## config.mk

```make
export PLATFORM = sky130hd
export DESIGN_NAME = rlbpc_core
export DESIGN_NICKNAME = d
export VERILOG_FILES = /design/src/rlbpc_pkg.sv /design/src/rlbpc_pwm_if.sv /design/src/rlbpc_espwm.sv /design/src/rlbpc_core.sv
export SDC_FILE = /design/constraint.sdc
export NUM_CORES = 1
export LEC_CHECK = 0
export BUFFER_PORTS_ARGS = -buffer_cell sky130_fd_sc_hd__buf_2
export CAP_MARGIN = 15
export CORE_ASPECT_RATIO = 1.75
export CORE_MARGIN = 1
export CORE_UTILIZATION = 50
export DETAILED_ROUTE_END_ITERATION = 8
export GPL_ROUTABILITY_DRIVEN = 1
export HOLD_SLACK_MARGIN = 0.08
export PLACE_DENSITY = 0.76
export SLEW_MARGIN = 20
export SYNTH_ARGS = -nofsm -noshare
export SYNTH_HDL_FRONTEND = slang
export SYNTH_SLANG_ARGS = --single-unit
```

## constraint.sdc

```tcl
create_clock -name mclk -period 6.89 [get_ports mclk]
set_input_delay 1.7225 -clock mclk [delete_from_list [all_inputs] [get_ports mclk]]
set_output_delay 1.7225 -clock mclk [all_outputs]
set_load 0.05 [all_outputs]
```

## src/rlbpc_pkg.sv

```systemverilog
// Purpose: Shared constants for the LED brightness and segmented PWM core
// Assumes: 10 MHz core clock, 218-bit control latch layout below
// Notes:   Latch offsets and field widths, the output-off reset value and the latch quiet time live here
package rlbpc_pkg;

    // Core clock
    localparam int CLK_PERIOD_NS = 100;

    // Serial link and latch widths
    localparam int SHIFT_W = 224;
    localparam int LATCH_W = 218;

    // Function bits of the control latch
    localparam int BIT_EDGE_SEL  = 217;
    localparam int BIT_EXT_CLOCK = 216;
    localparam int BIT_BLANK     = 213;
    localparam logic BLANK_RESET = 1'b1;

    // Current scale fields, one per color group
    localparam int BC_W       = 7;
    localparam int BC_LSB_RED = 192;
    localparam int BC_LSB_GRN = 199;
    localparam int BC_LSB_BLU = 206;

    // Grayscale fields: channel i at bits 16*i+15 : 16*i
    localparam int N_CH = 12;
    localparam int GS_W = 16;
    localparam logic [15:0] GS_ZERO = 16'h0000;
    localparam logic [15:0] GS_MAX  = 16'hFFFF;

    // Segment layout of the counter: 128 segments of 512 counts
    localparam int SEG_W = 7;
    localparam int POS_W = 9;

    // Quiet time after the last shift clock rising edge before the latch loads
    localparam int LATCH_IDLE_NS  = 8000;
    localparam int LATCH_IDLE_CYC = (LATCH_IDLE_NS + CLK_PERIOD_NS - 1) / CLK_PERIOD_NS;
    localparam int IDLE_CNT_W     = 8;

    // Latch sequencer states, Gray coded except LOAD back to IDLE, which changes both bits
    typedef enum logic [1:0] {
        RLBPC_L_IDLE  = 2'b00,
        RLBPC_L_SHIFT = 2'b01,
        RLBPC_L_LOAD  = 2'b11
    } rlbpc_lstate_t;

endpackage

```

## src/rlbpc_pwm_if.sv

```systemverilog
// Purpose: Carrier between the core and its segmented PWM comparator
// Assumes: rlbpc_pkg compiled first
// Notes:   Comparator is purely combinational
`timescale 1ns/10ps
`default_nettype none
interface rlbpc_pwm_if;
    logic [15:0]             cnt;
    logic [11:0][15:0]       gs;
    logic [11:0]             on;

    modport core (output cnt, output gs, input on);
    modport pwm  (input cnt, input gs, output on);
endinterface
`default_nettype wire

```

## src/rlbpc_espwm.sv

```systemverilog
// Purpose: Segmented PWM decision for all twelve channels
// Assumes: Counter splits into segment index (top 7) and position (low 9)
// Notes:   Remainder counts are spread over segments in bit-reversed order
`timescale 1ns/10ps
`default_nettype none
module rlbpc_espwm (
    // Counter and grayscale in, on flags out
    rlbpc_pwm_if.pwm p
);
    import rlbpc_pkg::*;

    // Bit reversal gives the 0,64,32,96,16... segment spreading order
    function automatic logic [6:0] rlbpc_rev7(input logic [6:0] v);
        logic [6:0] r;
        r = 7'h00;
        for (int i = 0; i < SEG_W; i++) begin
            r[i] = v[SEG_W-1-i];
        end
        return r;
    endfunction

    ////////////////////////////////////////////////////////////////////////
    // Per-channel on decision
    always_comb begin
        logic [6:0] seg;
        logic [8:0] pos;
        logic [9:0] thr;
        logic       extra;
        seg   = p.cnt[15:9];
        pos   = p.cnt[8:0];
        thr   = 10'h000;
        extra = 1'b0;
        for (int ch = 0; ch < N_CH; ch++) begin
            extra = (rlbpc_rev7(seg) < p.gs[ch][6:0]);
            thr   = {1'b0, p.gs[ch][15:7]} + {9'h000, extra};
            p.on[ch] = (p.gs[ch] == GS_MAX) || ({1'b0, pos} < thr);
        end
    end

endmodule
`default_nettype wire

```

## src/rlbpc_core.sv

```systemverilog
// Purpose: Brightness core: serial shift, control latch, counter, PWM outputs
// Assumes: Shift clock and data arrive asynchronously and are synchronised
// Notes:   Latch loads after a quiet period on the shift clock
//
// What this block does
// - Hold a 7-bit current scale per color group, 128 steps from 0 to full.
// - One scale value applies to all four outputs of its color group.
// - A newly latched scale reaches the current outputs at once.
// - Group sink current equals max channel current times scale over 127.
// - At reset only the output-off flag of the latch initialises, to one.
// - Shift register and other latch bits stay undefined after reset.
// - Each of twelve outputs has its own 16-bit grayscale value.
// - One shared 16-bit counter drives PWM of all groups.
// - Latch bit 217 picks counting edge, bit 216 picks clock source.
// - External source uses the serial shift clock as reference.
// - Output-off set clears the counter and forces outputs off.
// - Counter stays zero while output-off is set, whatever clocks arrive.
// - On-time equals grayscale value times one reference clock period; 16'hFFFF stays on for the whole period.
// - Each shift clock rising edge shifts data in at the LSB end.
// - On-time is spread over 128 segments of the counter period.
`timescale 1ns/10ps
`default_nettype none
module rlbpc_core (
    // Clock and reset
    input  wire logic        mclk,
    input  wire logic        reset_n,
    // Serial link pins
    input  wire logic        serial_shift_clock_in,
    input  wire logic        serial_data_in,
    // Constant-current sink outputs, high means sinking
    output var  logic [11:0] sink_output,
    // Group current scales
    output var  logic [6:0]  group_current_scale_red,
    output var  logic [6:0]  group_current_scale_green,
    output var  logic [6:0]  group_current_scale_blue,
    // Status
    output var  logic        outputs_blanked
);
    import rlbpc_pkg::*;

    ////////////////////////////////////////////////////////////////////////
    // Synchronisers: first stage feeds only the second
    logic        sck_s1_r;
    logic        sck_s2_r;
    logic        sck_d_r;
    logic        sdi_s1_r;
    logic        sdi_s2_r;
    logic        sck_rise;
    logic        sck_fall;

    always_ff @(posedge mclk or negedge reset_n) begin
        if (!reset_n) begin
            sck_s1_r <= 1'b0;
            sck_s2_r <= 1'b0;
            sck_d_r  <= 1'b0;
            sdi_s1_r <= 1'b0;
            sdi_s2_r <= 1'b0;
        end else begin
            sck_s1_r <= serial_shift_clock_in;
            sck_s2_r <= sck_s1_r;
            sck_d_r  <= sck_s2_r;
            sdi_s1_r <= serial_data_in;
            sdi_s2_r <= sdi_s1_r;
        end
    end

    // Edge finders on the settled copy
    assign sck_rise = sck_s2_r & ~sck_d_r;
    assign sck_fall = ~sck_s2_r & sck_d_r;

    ////////////////////////////////////////////////////////////////////////
    // Shift register, deliberately without reset
    logic [SHIFT_W-1:0] shift_r;

    always_ff @(posedge mclk) begin
        if (sck_rise) begin
            shift_r <= {shift_r[SHIFT_W-2:0], sdi_s2_r};
        end
    end

    ////////////////////////////////////////////////////////////////////////
    // Latch sequencer: load after the link has gone quiet
    rlbpc_lstate_t            lstate_r;
    rlbpc_lstate_t            lstate_nxt;
    logic [IDLE_CNT_W-1:0]    idle_r;
    logic                     load;

    always_comb begin
        lstate_nxt = lstate_r;
        case (lstate_r)
            RLBPC_L_IDLE: begin
                if (sck_rise) begin
                    lstate_nxt = RLBPC_L_SHIFT;
                end
            end
            RLBPC_L_SHIFT: begin
                if (!sck_rise && idle_r == IDLE_CNT_W'(LATCH_IDLE_CYC - 1)) begin
                    lstate_nxt = RLBPC_L_LOAD;
                end
            end
            RLBPC_L_LOAD: begin
                lstate_nxt = sck_rise ? RLBPC_L_SHIFT : RLBPC_L_IDLE;
            end
            default: begin
                lstate_nxt = RLBPC_L_IDLE;
            end
        endcase
    end

    always_ff @(posedge mclk or negedge reset_n) begin
        if (!reset_n) begin
            lstate_r <= RLBPC_L_IDLE;
        end else begin
            lstate_r <= lstate_nxt;
        end
    end

    // Quiet-time counter restarts on every shift clock rising edge
    always_ff @(posedge mclk or negedge reset_n) begin
        if (!reset_n) begin
            idle_r <= '0;
        end else if (sck_rise || lstate_r != RLBPC_L_SHIFT) begin
            idle_r <= '0;
        end else begin
            idle_r <= idle_r + IDLE_CNT_W'(1);
        end
    end

    assign load = (lstate_r == RLBPC_L_LOAD);

    ////////////////////////////////////////////////////////////////////////
    // Control latch: data bits keep no reset value, output-off does
    logic [LATCH_W-1:0] latch_r;
    logic               blank_r;

    always_ff @(posedge mclk) begin
        if (load) begin
            latch_r <= shift_r[LATCH_W-1:0];
        end
    end

    always_ff @(posedge mclk or negedge reset_n) begin
        if (!reset_n) begin
            blank_r <= BLANK_RESET;
        end else if (load) begin
            blank_r <= shift_r[BIT_BLANK];
        end
    end

    ////////////////////////////////////////////////////////////////////////
    // Group current scales
    // seven-bit scales
    // scale sets current
    // Current is analog: the pins carry scale, sink current is max*scale/127
    always_ff @(posedge mclk or negedge reset_n) begin
        if (!reset_n) begin
            group_current_scale_red   <= 7'h00;
            group_current_scale_green <= 7'h00;
            group_current_scale_blue  <= 7'h00;
        end else begin
            group_current_scale_red   <= latch_r[BC_LSB_RED +: BC_W];
            group_current_scale_green <= latch_r[BC_LSB_GRN +: BC_W];
            group_current_scale_blue  <= latch_r[BC_LSB_BLU +: BC_W];
        end
    end

    ////////////////////////////////////////////////////////////////////////
    // Shared grayscale counter
    logic [15:0] gs_cnt_r;
    logic        count_edge_select;
    logic        external_ref_clock_select;
    logic        ref_tick;

    assign count_edge_select         = latch_r[BIT_EDGE_SEL];
    assign external_ref_clock_select = latch_r[BIT_EXT_CLOCK];

    // shift clock as reference
    // Internal reference is mclk itself, so edge choice has no effect there
    assign ref_tick = external_ref_clock_select
                    ? (count_edge_select ? sck_rise : sck_fall)
                    : 1'b1;

    always_ff @(posedge mclk or negedge reset_n) begin
        if (!reset_n) begin
            gs_cnt_r <= 16'h0000;
        end else if (blank_r) begin
            gs_cnt_r <= 16'h0000;
        end else if (ref_tick) begin
            gs_cnt_r <= gs_cnt_r + 16'h0001;
        end
    end

    ////////////////////////////////////////////////////////////////////////
    // Segmented PWM comparator
    rlbpc_pwm_if pwm_bus ();

    assign pwm_bus.cnt = gs_cnt_r;

    always_comb begin
        for (int ch = 0; ch < N_CH; ch++) begin
            pwm_bus.gs[ch] = latch_r[ch*GS_W +: GS_W];
        end
    end

    rlbpc_espwm u_espwm (
        .p (pwm_bus.pwm)
    );

    always_ff @(posedge mclk or negedge reset_n) begin
        if (!reset_n) begin
            sink_output <= 12'h000;
        end else if (blank_r) begin
            sink_output <= 12'h000;
        end else begin
            sink_output <= pwm_bus.on;
        end
    end

    // Status mirrors the output-off flag
    always_ff @(posedge mclk or negedge reset_n) begin
        if (!reset_n) begin
            outputs_blanked <= BLANK_RESET;
        end else begin
            outputs_blanked <= blank_r;
        end
    end

    ////////////////////////////////////////////////////////////////////////
    // Checks
    a_blank_clears_cnt: assert property (
        @(posedge mclk) disable iff (!reset_n)
        blank_r |=> (gs_cnt_r == 16'h0000))
        else $error("counter not cleared while output-off");

    a_blank_holds_zero: assert property (
        @(posedge mclk) disable iff (!reset_n)
        (blank_r && !load) [*3] |=> (gs_cnt_r == 16'h0000) && (sink_output == 12'h000))
        else $error("counter or outputs moved while output-off");

    a_int_count_step: assert property (
        @(posedge mclk) disable iff (!reset_n)
        (!blank_r && !external_ref_clock_select) |=> (gs_cnt_r == $past(gs_cnt_r) + 16'h0001))
        else $error("internal reference did not advance counter by one");

    a_ext_edge_only: assert property (
        @(posedge mclk) disable iff (!reset_n)
        (!blank_r && external_ref_clock_select && !sck_rise && !sck_fall) |=> $stable(gs_cnt_r))
        else $error("counter moved without a shift clock edge");

    // Case equality: the register starts undefined and fills from the LSB,
    // so the upper bits legitimately carry unknowns through the first frame
    a_shift_at_lsb: assert property (
        @(posedge mclk) disable iff (!reset_n)
        sck_rise |=> (shift_r[0] === $past(sdi_s2_r))
                     && (shift_r[SHIFT_W-1:1] === $past(shift_r[SHIFT_W-2:0])))
        else $error("shift register did not take data at LSB");

    a_scale_at_once: assert property (
        @(posedge mclk) disable iff (!reset_n)
        load |=> ##1 (group_current_scale_red == $past(shift_r[BC_LSB_RED +: BC_W], 2)))
        else $error("new scale not applied two cycles after load");

    a_zero_stays_off: assert property (
        @(posedge mclk) disable iff (!reset_n)
        (latch_r[GS_W-1:0] == GS_ZERO && !load) |=> !sink_output[0])
        else $error("zero grayscale channel turned on");

    a_full_stays_on: assert property (
        @(posedge mclk) disable iff (!reset_n)
        (latch_r[GS_W +: GS_W] == GS_MAX && !blank_r) |=> sink_output[1])
        else $error("full-scale channel turned off");

    a_spread_second: assert property (
        @(posedge mclk) disable iff (!reset_n)
        (latch_r[3*GS_W +: GS_W] == 16'h0002 && !blank_r && gs_cnt_r == 16'h8000)
        |=> sink_output[3])
        else $error("second count of value two not in segment 64");

    // Forced off within one cycle of the flag, whatever the grayscale holds
    a_blank_forces_off: assert property (
        @(posedge mclk) disable iff (!reset_n)
        blank_r |=> (sink_output == 12'h000))
        else $error("outputs not forced off while output-off");

    // Status pin follows the flag one cycle behind
    a_status_mirror: assert property (
        @(posedge mclk) disable iff (!reset_n)
        1'b1 |=> (outputs_blanked == $past(blank_r)))
        else $error("output-off status does not follow the flag");

    // Green and blue take their own fields, not the red one
    a_scale_groups: assert property (
        @(posedge mclk) disable iff (!reset_n)
        load |=> ##1 (group_current_scale_green == $past(shift_r[BC_LSB_GRN +: BC_W], 2))
                     && (group_current_scale_blue == $past(shift_r[BC_LSB_BLU +: BC_W], 2)))
        else $error("green or blue scale not taken from its own field");

endmodule
`default_nettype wire

```

# ---- Yosys cells after proc, flatten, opt, wreduce, memory -nomap -nowiden
# Index checks and enable logic that the tools add are counted.
dict set report word_totals {
  ff_bits 502
  input_bits 4
  out_inout_bits 34
  word_cells 104
}
dict set report classes {
  n_addsub 14
  order_cmp 24
  eq_ne 18
  mux 10
  n_bitwise 4
  n_reduce_logical 18
}
# op count
set ops {}
lappend ops {{16-bit equality test (second input constant)} 12}
lappend ops {{9-bit by 1-bit adder with 10-bit output} 12}
lappend ops {{9-bit by 10-bit less-than comparator with 1-bit output} 12}
lappend ops {{7-bit less-than comparator} 12}
lappend ops {{16-bit 2-to-1 mux} 2}
lappend ops {{16-bit by 1-bit adder with 16-bit output (second input constant)} 1}
lappend ops {{1-bit logical OR} 13}
lappend ops {{12-bit 2-to-1 mux} 1}
lappend ops {{8-bit by 1-bit adder with 8-bit output (second input constant)} 1}
lappend ops {{8-bit by 7-bit equality test with 1-bit output (second input constant)} 1}
lappend ops {{8-bit 2-to-1 mux} 1}
lappend ops {{2-bit case mux with 3 select lines} 1}
lappend ops {{2-bit 2-to-1 mux} 2}
lappend ops {{2-bit != test (second input constant)} 2}
lappend ops {{1-bit 2-to-1 mux} 3}
lappend ops {{1-bit AND} 2}
lappend ops {{2-bit by 1-bit equality test with 1-bit output (second input constant)} 1}
lappend ops {{2-bit equality test (second input constant)} 1}
lappend ops {{2-bit zero test} 1}
lappend ops {{2-bit by 1-bit != test with 1-bit output (second input constant)} 1}
lappend ops {{1-bit inverter} 2}
lappend ops {{2-bit AND reduction} 1}
lappend ops {{2-bit nonzero test} 1}
lappend ops {{1-bit logical AND} 1}
lappend ops {{1-bit zero test} 1}

# ---- Longest topological paths before layout
# Gate-level depths: netlist of run 1.
dict set report depth {
  ltp_word 6
  ltp_mapped 15
  ltp_nobuf 15
}

# ---- By module
# From an unflattened synthesis of run 1, not the netlist that was laid out.
dict set report unflattened {
  hier_cells 1425
  area_unflattened_um2 21202.8
}
# module n_inst cells_per_inst area_per_inst_um2 seq_area_each_um2
set by_module_without_submodules {}
lappend by_module_without_submodules {rlbpc_core 1 625 15401.0 14656.6}
lappend by_module_without_submodules {rlbpc_espwm 1 800 5801.8 0.0}

# ---- Worst setup path before layout of run 1
# Ideal clock, no wire load.
dict set report synth_path {
  path_kind {register -> register}
  start {reg lstate_r[1]}
  end {reg latch_r[0], enable pin}
  setup_time_ns 0.603
  arrival_time_ns 5.286
  setup_slack_ns 1.001
  path_stages_with_launch 2
  n_path_buf 0
  path_cell_list {dfrtp_1 and2_1}
}
dict set report synth_via {
  elab_chain_cells 1
}
# element line_no
set synth_rtl {}
lappend synth_rtl {{start, declared} rlbpc_core.sv:83} ;# rlbpc_lstate_t lstate_r;
lappend synth_rtl {{start signal, assigned} rlbpc_core.sv:114} ;# lstate_r <= lstate_nxt;
lappend synth_rtl {{2-bit equality test} rlbpc_core.sv:129} ;# assign load = (lstate_r == RLBPC_L_LOAD);
lappend synth_rtl {{end signal, assigned} rlbpc_core.sv:138} ;# latch_r <= shift_r[LATCH_W-1:0];
lappend synth_rtl {{end, declared} rlbpc_core.sv:133} ;# logic [LATCH_W-1:0] latch_r;
# No other way between the ends.
# A chain may end at the register's enable or synchronous reset.

# ---- Final worst setup path of run 1
dict set report layout_path {
  start {reg gs_cnt_r[14]}
  end {reg sink_output[7]}
}
dict set report layout_via {
  elab_chain_cells 5
}
# element line_no
set layout_rtl {}
lappend layout_rtl {{start, declared} rlbpc_core.sv:169} ;# logic [15:0] gs_cnt_r;
lappend layout_rtl {{start signal, assigned} rlbpc_core.sv:189} ;# gs_cnt_r <= gs_cnt_r + 16'h0001;
lappend layout_rtl {{7-bit less-than comparator} rlbpc_espwm.sv:34} ;# extra = (rlbpc_rev7(seg) < p.gs[ch][6:0]);
lappend layout_rtl {{9-bit by 1-bit adder with 10-bit output} rlbpc_espwm.sv:35} ;# thr = {1'b0, p.gs[ch][15:7]} + {9'h000, extra};
lappend layout_rtl {{9-bit by 10-bit less-than comparator with 1-bit output} rlbpc_espwm.sv:36} ;# p.on[ch] = (p.gs[ch] == GS_MAX) || ({1'b0, pos} < thr);
lappend layout_rtl {{1-bit logical OR} rlbpc_espwm.sv:36}
lappend layout_rtl {{12-bit 2-to-1 mux} rlbpc_core.sv:212} ;# end else if (blank_r) begin
lappend layout_rtl {{end signal, assigned} rlbpc_core.sv:215} ;# sink_output <= pwm_bus.on;
lappend layout_rtl {{end, declared} rlbpc_core.sv:31} ;# output var logic [11:0] sink_output,
# No other way between the ends.

==> Flow_metrics.wiki, run 1 <==
{| class="wikitable"
! Metric !! Value
|-
| Critical path launch point type || register
|-
| CTS max path bufs || 3
|-
| Power density over the cells || 268 mW/mm^2
|-
| Fraction of synthesized cell area taken by the top area cell type || between 60 and 70%
|-
| CTS H-tree depth || 2
|-
| Yosys Warn Count || 0
|-
| Top fanout value on the critical path || 15
|-
| Post-synthesis instance total || 1412
|-
| Data required time at the worst endpoint || 7380 ps
|-
| Worst supply voltage drop on vdd || a little over 0.0003 V
|-
| Die Span X || 158 um
|-
| Post-CTS Hold Fix Bufs || 0
|-
| GRT Util Overall || 19.4%
|-
| Drt first pass iters || 5
|-
| Flip-flop and latch count after synthesis || 499
|-
| Final standard cell area without fillers || 0.0235 mm^2
|-
| Final-report max-slew violation count || 0
|-
| Most used flip-flop cell after synthesis || edfxtp_1
|-
| Placement row count || slightly below 100
|-
| Kind of end point of the critical path || register
|-
| Post-layout nets || 1695
|-
| Count of cells resized by post-cts repair || 0
|-
| Most frequent CP cell || ha_1
|-
| Avg WL per Cell || 19.3 um
|-
| Final Wtd Congestion || 0.777
|-
| Clock root cell || clkbuf_16
|-
| Wire length of the first global-routing pass || 63500 um
|-
| Clock sink total || about 500
|-
| Sequential element share of the synthesized area || 69.1%
|-
| PortBufs || 37
|-
| Final wirelength || around 40000 um
|-
| Largest incremental delay on the critical path || 810 ps
|-
| Final critical path time including I/O delays and setup || just under 4000 ps
|-
| Clock slew seen by the registers of the worst setup and hold paths || 70 ps
|-
| CTS tree || built
|-
| Synth Area per Inst || 15.0 um^2
|-
| DP HPWL || 25300 um
|-
| Post-synthesis async set-or-reset flop share || roughly an eighth
|-
| FMAX || 256 MHz
|-
| Most common cell in the netlist || edfxtp_1
|-
| Count of flip-flops with a built-in enable after synthesis || 433
|-
| Cell area after technology mapping || 0.0212 mm^2
|-
| Worst-case headroom to the max-slew limit || 23.7%
|-
| Final setup slack of the worst path || 2990 ps
|-
| Number of antenna violations at the first check in global routing || 0
|-
| Mean number of vias per cell || 5.60
|-
| Number of setup violations in the final report || 0
|-
| Number of I/O pins || 38
|-
| Total via count in the routed design || between 10000 and 15000
|-
| Standard cell area after detailed placement || approximately 0.022 mm^2
|-
| Residual overflow from global routing || 0
|-
| Worst min-delay path category || reg -> reg
|-
| Maximum number of pins on one net before global-route repair || 197
|-
| Post-CTS setup buffers || 0
|-
| Detailed router's first-iteration violation count || between 700 and 800
|-
| Starting utilization of the core area || 50.8%
|-
| Max-cap violations || 0
|-
| Area grow syn2layout || 10.7%
|-
| Nets in the synthesized netlist || approximately 1600
|-
| Top cells by area in the synthesized netlist || edfxtp_1, ha_1, dfrtp_1
|-
| Fillers || 3156
|-
| Count of cell types in the netlist || 47
|-
| ANT cells || 0
|-
| Cell type of the slowest stage on the worst timing path || dfrtp_1
|-
| Fraction of the core area covered by cells at the end of the flow || a little under three fifths
|-
| Die span in y || 274 um
|-
| Final clock period utilization by the worst path || 56.7%
|-
| Leading cell types by count after synthesis || edfxtp_1, ha_1, nor2_1
|-
| Number of nets with antenna violations after detailed routing || 0
|-
| Cell-by-cell listing of the critical path || ha_1 > a211oi_1 > o21ai_0 > a31oi_1 > ha_1 > nand3_1 > nor2_1 > nand3_1 > xor2_1 > ha_1 > a2111oi_0 > o21ai_0 > a21oi_1 > a211o_1
|-
| Number of buffers added by the clock tree synthesis step || 43
|-
| Post-route DRC || 0
|-
| Arrival time of the worst setup path || 4390 ps
|-
| Result of the run || completed
|-
| Clock network latency to the later pin of the worst-skew pair || between 500 and 600 ps
|-
| Tightest Pin Transition || 1140 ps
|-
| Post-Place Setup Slack || 3030 ps
|-
| Hold Vio Cnt, Final || 0
|-
| RSZ-0062 raised after global routing || no
|-
| Leakage power summed over all cells || 8.48 nW
|-
| Fraction of layout instances using a drive strength above 1 || 8.25%
|-
| Post-synth top area cell || edfxtp_1
|-
| Die footprint || 0.0433 mm^2
|-
| Type of the worst setup path || reg -> reg
|-
| Min Hold Slack || 345 ps
|-
| Number of global-route vias before repair || 12136
|-
| Largest clock skew in the final design || a little under 20 ps
|-
| Floorplan core area || 0.0417 mm^2
|-
| Setup tns final || 0 ps
|}
==> layout make-up <==
type	instances	area, um^2	area share (%)
inverters	92	353	1.50
repair buffers	48	283	1.20
clock inverters	15	111	0.474
well taps	555	694	2.96
multi-input cells	813	6170	26.3
clock buffers	60	1210	5.16
flip-flops and latches	499	14700	62.4
==> per-layer routing <==
layer / global-route usage (%) / vias up / wire length [um]
li1: - / 5505 / -
met3: 2.43 / 104 / 1360
met2: 36.0 / 229 / 21700
met4: 10.5 / 0 / 2090
met1: 21.0 / 5826 / 15000
met5: 0 / - / 0
==> critical path, delay by kind of cell, from the launching register on <==
kind,cells,cell delay [ps]
AO/OA/AOI/OAI,7,1550
XOR/XNOR,1,170
adder cells (fa/ha/maj),3,870
flip-flops,1,810
AND/OR/NAND/NOR,3,430
==> worst paths after layout <==
| path | from | endpoint | slack (ps) | cells after the start |
|---|---|---|---|---|
| setup reg to reg | gs_cnt_r[14] | sink_output[7] | 2990 | 14 |
| hold reg to reg | latch_r[210] | group_current_scale_blue[4] | 350 | 0 |
| hold / removal | latch_r[210] | group_current_scale_blue[4] | 350 | 0 |
| max in group asynchronous | reset_n | sink_output[1] | 4870 | 1 |
| setup / recovery | gs_cnt_r[14] | sink_output[7] | 2990 | 14 |
| min in group asynchronous | reset_n | sink_output[5] | 1340 | 1 |
==> state kept, by name (all words and copies together), names as in the netlist, 7 cells and up <==
name	count
group_current_scale_blue	7
idle_r	8
group_current_scale_red	7
latch_r	215
sink_output	12
shift_r	218
gs_cnt_r	16
group_current_scale_green	7
==> through the flow <==
stage	cells	total power, mW
after floorplan	1412	3.82
after global placement	2007	4.02
after detailed placement	2007	4.05
after CTS	2082	6.37
after global routing	2082	6.54
final	2082	6.30
==> cell usage in the layout (no fill, tap or decap), types with 3 or more instances in the layout <==
| cell | count |
|---|---|
| o31ai_1 | 4 |
| or3_1 | 4 |
| buf_2 | 36 |
| and2_1 | 8 |
| xnor2_1 | 44 |
| edfxtp_1 | 433 |
| o21ai_0 | 58 |
| and4_1 | 9 |
| nand4_1 | 65 |
| a21oi_1 | 47 |
| buf_4 | 11 |
| clkbuf_8 | 3 |
| a211oi_1 | 20 |
| nand2b_1 | 12 |
| clkbuf_16 | 45 |
| nor2_1 | 105 |
| mux2_2 | 4 |
| nor4_1 | 3 |
| ha_1 | 194 |
| o211ai_1 | 15 |
| a21o_1 | 19 |
| nor3_1 | 11 |
| o21bai_1 | 10 |
| nand3_1 | 34 |
| clkinv_2 | 10 |
| nor2b_1 | 5 |
| nor3b_1 | 10 |
| xor2_1 | 49 |
| clkinvlp_4 | 3 |
| inv_1 | 91 |
| a31oi_1 | 14 |
| dfrtp_1 | 64 |
| nand2_1 | 44 |
| clkbuf_1 | 12 |
==> logic make-up after synthesis <==
family,Yosys count,synth area share (%)
buf+inv,100,1.81
flops,499,69.1
simple gates,323,7.73
mux,5,0.260
fa+ha+maj,194,11.4
xor+xnor,93,3.84
compound gates,198,5.81
==> report_power, final <==
group	switching, mW	total, mW	internal, mW
registers	0.0546	3.35	3.30
clock network	1.05	2.32	1.27
logic	0.389	0.628	0.240
No activity file was read; power rests on OpenSTA's default activity.
==> inputs of run 2 (changes only) <==
Settings changed: ABC_AREA from default to 1.
Clock period 6.89 ns to 3.9 ns, I/O delays scaled along.
==> run 2 against run 1 <==
Against the previous run:
- area after synthesis is 2.0% higher
- critical path depth rose by 5
- via count increased by 7.6%
- first-iteration DRC count shrank 18%
- count of clock-buffer cells in the layout shrank 3
- clock skew is 5.5 ps lower
- final area rose by 3.2%
- combinational power is 89% higher
- largest power group unchanged
- largest cell class unchanged
- flip-flop and latch count stayed put
- sequential share of layout area is 2.0 points lower
- total power increased by 84%
- final cell count increased by 13%
==> Flow_metrics.wiki, run 2 <==
{| class="wikitable"
! Metric !! Value
|-
| Result of the run || completed
|-
| Main combinational cell family by area after synthesis || adder cells
|-
| Avg WL per Cell || 17.4 um (-9.8%)
|-
| Total via count in the routed design || 12554 (+7.6%)
|-
| Final critical path time including I/O delays and setup || 3250 ps (-654 ps)
|-
| Fraction of layout instances using a drive strength above 1 || 8.61% (+0.35 points)
|-
| GRT Util Overall || 19.3% (-0.053 points)
|-
| Residual overflow from global routing || 0 (unchanged)
|-
| Data required time at the worst endpoint || 4370 ps (-3010 ps)
|-
| Starting utilization of the core area || 50.8% (about the same)
|-
| Synth Area per Inst || 12.9 um^2 (-14%)
|-
| Number of buffers added by the clock tree synthesis step || 43 (unchanged)
|-
| Clock slew seen by the registers of the worst setup and hold paths || 70 ps (about the same)
|-
| Floorplan core area || 0.0425 mm^2 (+1.9%)
|-
| PortBufs || 37 (unchanged)
|-
| CTS tree || built
|-
| Number of nets with antenna violations after detailed routing || 0 (unchanged)
|-
| Post-Place Setup Slack || 673 ps (-2350 ps)
|-
| Hold Vio Cnt, Final || 0 (unchanged)
|-
| Arrival time of the worst setup path || 3720 ps (-670 ps)
|-
| Post-CTS setup buffers || 0 (unchanged)
|-
| CTS H-tree depth || 2 (unchanged)
|-
| Registers with the most flip-flops || shift_r: 218 flops, latch_r: 215 flops, gs_cnt_r: 16 flops
|-
| Worst min-delay path category || reg -> reg
|-
| Total Power Consumption || 11.6 mW (+84%)
|-
| Flip-flop and latch count after synthesis || 499 (unchanged)
|-
| Type of the worst setup path || reg -> reg
|-
| Cell area after technology mapping || 0.0216 mm^2 (+2.0%)
|-
| Number of I/O pins || 38 (unchanged)
|-
| FMAX || 308 MHz (+20%)
|-
| Most common cell in the netlist || edfxtp_1
|-
| Complex-gate fraction of the synthesized area || 3.14% (-2.7 points)
|-
| Count of cell types in the netlist || 30 (-36%)
|-
| Final wirelength || 41100 um (+2.4%)
|-
| Critical path launch point type || register
|-
| Post-layout nets || 1966 (+16%)
|-
| Worst-case headroom to the max-slew limit || 18.5% (-5.2 points)
|-
| Die Span X || 159 um (+0.96%)
|-
| Count of cells resized by post-cts repair || 0 (unchanged)
|-
| Worst supply voltage drop on vdd || 0.000597 V (+97%)
|-
| Final setup slack of the worst path || 650 ps (-2340 ps)
|-
| Most used flip-flop cell after synthesis || edfxtp_1
|-
| Final Wtd Congestion || 0.850 (+9.5%)
|-
| Final standard cell area without fillers || 0.0242 mm^2 (+3.2%)
|-
| Simple logic cell fraction of the synthesized area || 10.9% (+3.2 points)
|-
| Most frequent cells in the layout || edfxtp_1, nand2_1, ha_1, inv_1, a21oi_1
|-
| Top fanout value on the critical path || 10 (-5)
|-
| Standard cell area after detailed placement || 0.0228 mm^2 (+2.7%)
|-
| Largest clock skew in the final design || 13.9 ps (-5.54 ps)
|-
| Count of flip-flops with a built-in enable after synthesis || 433 (unchanged)
|-
| Count of placed standard cells in the final layout, fillers left out || 2362 (+13%)
|-
| Footprint of the multi-input gates || 0.00623 mm^2 (+1.0%)
|-
| Wire length of the first global-routing pass || 66300 um (+4.3%)
|-
| Post-CTS Hold Fix Bufs || 0 (unchanged)
|-
| Clock sink total || 499 (unchanged)
|-
| Die span in y || 277 um (+0.97%)
|-
| Most common cell after layout, fill and taps aside || edfxtp_1
|-
| Final-report max-slew violation count || 0 (unchanged)
|-
| Multiplexer share of the synthesized area || 0% (-0.26 points)
|-
| Register-to-register path setup slack || 650 ps (-2340 ps)
|-
| Fraction of synthesized cell area taken by the top area cell type || 60.1% (-1.2 points)
|-
| Maximum number of pins on one net before global-route repair || 194 (-1.5%)
|-
| Fillers || 3309 (+4.8%)
|-
| Drt first pass iters || 5 (unchanged)
|-
| Placed Instances || 2284 (+14%)
|-
| Post-route DRC || 0 (unchanged)
|-
| Kind of end point of the critical path || register
|-
| Clock network latency to the later pin of the worst-skew pair || 560 ps (about the same)
|-
| Die footprint || 0.0441 mm^2 (+1.9%)
|-
| Yosys Warn Count || 0 (unchanged)
|-
| Leading cell types by count after synthesis || edfxtp_1, nand2_1, ha_1
|-
| Leakage power summed over all cells || 9.46 nW (+12%)
|-
| Post-synthesis async set-or-reset flop share || 13.2% (unchanged)
|-
| Tightest Pin Transition || 1220 ps (+78.0 ps)
|-
| Post-synthesis instance total || 1670 (+18%)
|-
| Top cells by area in the synthesized netlist || edfxtp_1, ha_1, dfrtp_1
|-
| Synth Area in Adders || 11.2% (-0.22 points)
|-
| Placement row count || 100 (+1.0%)
|-
| Area grow syn2layout || 12.1%
|-
| Max FFs per register || 218 (unchanged)
|-
| DP HPWL || 27000 um (+6.5%)
|-
| Power density over the cells || 479 mW/mm^2 (+79%)
|-
| Fraction of the core area covered by cells at the end of the flow || 57.0% (+0.73 points)
|-
| Number of setup violations in the final report || 0 (unchanged)
|-
| RSZ-0062 raised after global routing || no
|-
| Number of antenna violations at the first check in global routing || 0 (unchanged)
|-
| Number of global-route vias before repair || 13244 (+9.1%)
|-
| Final clock period utilization by the worst path || 83.3% (+27 points)
|-
| Most flops, register || shift_r
|-
| Nets in the synthesized netlist || 1868 (+16%)
|-
| ANT cells || 0 (unchanged)
|-
| Clock root cell || clkbuf_16
|-
| Area taken by flip-flops and latches || 0.0147 mm^2 (unchanged)
|-
| Post-synth top area cell || edfxtp_1
|-
| Max-cap violations || 0 (unchanged)
|-
| Sequential element share of the synthesized area || 67.8% (-1.3 points)
|-
| Detailed router's first-iteration violation count || 606 (-18%)
|-
| Mean number of vias per cell || 5.31 (-5.1%)
|-
| Post-Synth XOR/XNOR Area || 3.44% (-0.40 points)
|-
| CTS max path bufs || 3 (unchanged)
|}
[run 2: worst max-delay path, stage by stage (launching register included)]
cell and delay [ps]:
dfrtp_1 550, buf_12 240, ha_1 290, a21oi_1 150, o21ai_0 90, a21oi_1 150
ha_1 220, ha_1 230, nand3_1 110, xor2_1 160, ha_1 270, nand2_1 90
inv_1 40, a21oi_1 150, nand2_1 90, nand2_1 60, nand2_1 50, nand2_1 50
nand2_1 50, a21oi_1 120
[run 2: final timing paths]
path | startpoint | to | depth (start not counted)
hold reg to reg | latch_r[204] | group_current_scale_green[5] | 0
max in group asynchronous | reset_n | group_current_scale_green[6] | 2
setup reg to reg | gs_cnt_r[9] | sink_output[3] | 19
min in group asynchronous | reset_n | sink_output[8] | 1
setup / recovery | gs_cnt_r[9] | sink_output[3] | 19
hold / removal | latch_r[204] | group_current_scale_green[5] | 0
[run 2: through the flow]
step / hold WS (ps) / TNS (ps)
2_1_floorplan: 331 / -84150
3_3_place_gp: 332 / 0
3_5_place_dp: 335 / 0
4_1_cts: 343 / 0
5_1_grt: 354 / 0
6_report: 344 / 0
[run 2: cell families after synthesis]
group,after synthesis
and+or+nand+nor,559
AOI/OAI and AO/OA,133
adders and majority gates,194
DFF,499
buffers and inverters,200
xor gates and xnor gates,85
[run 2: routing by layer]
metal | global-route usage (%) | share of wire, % | vias up
li1 | - | - | 5990
met1 | 21.0 | 38 | 6132
met2 | 35.2 | 52 | 288
met3 | 2.80 | 4.4 | 144
met4 | 11.8 | 6.3 | 0
met5 | 0 | 0 | -
[run 2: layout make-up]
cell class	instances	share of cell area [%]
flip-flops and latches	499	60.5
multi-input cells	971	25.7
clock buffers	57	5.08
inverters	194	3.02
well taps	561	2.90
repair buffers	59	1.77
clock inverters	21	1.05
[run 2: where the power goes]
group | leakage, nW | internal [mW] | switching (mW)
clock | 0.730 | 2.58 | 1.91
sequential | 3.57 | 5.82 | 0.115
combinational | 5.16 | 0.438 | 0.753
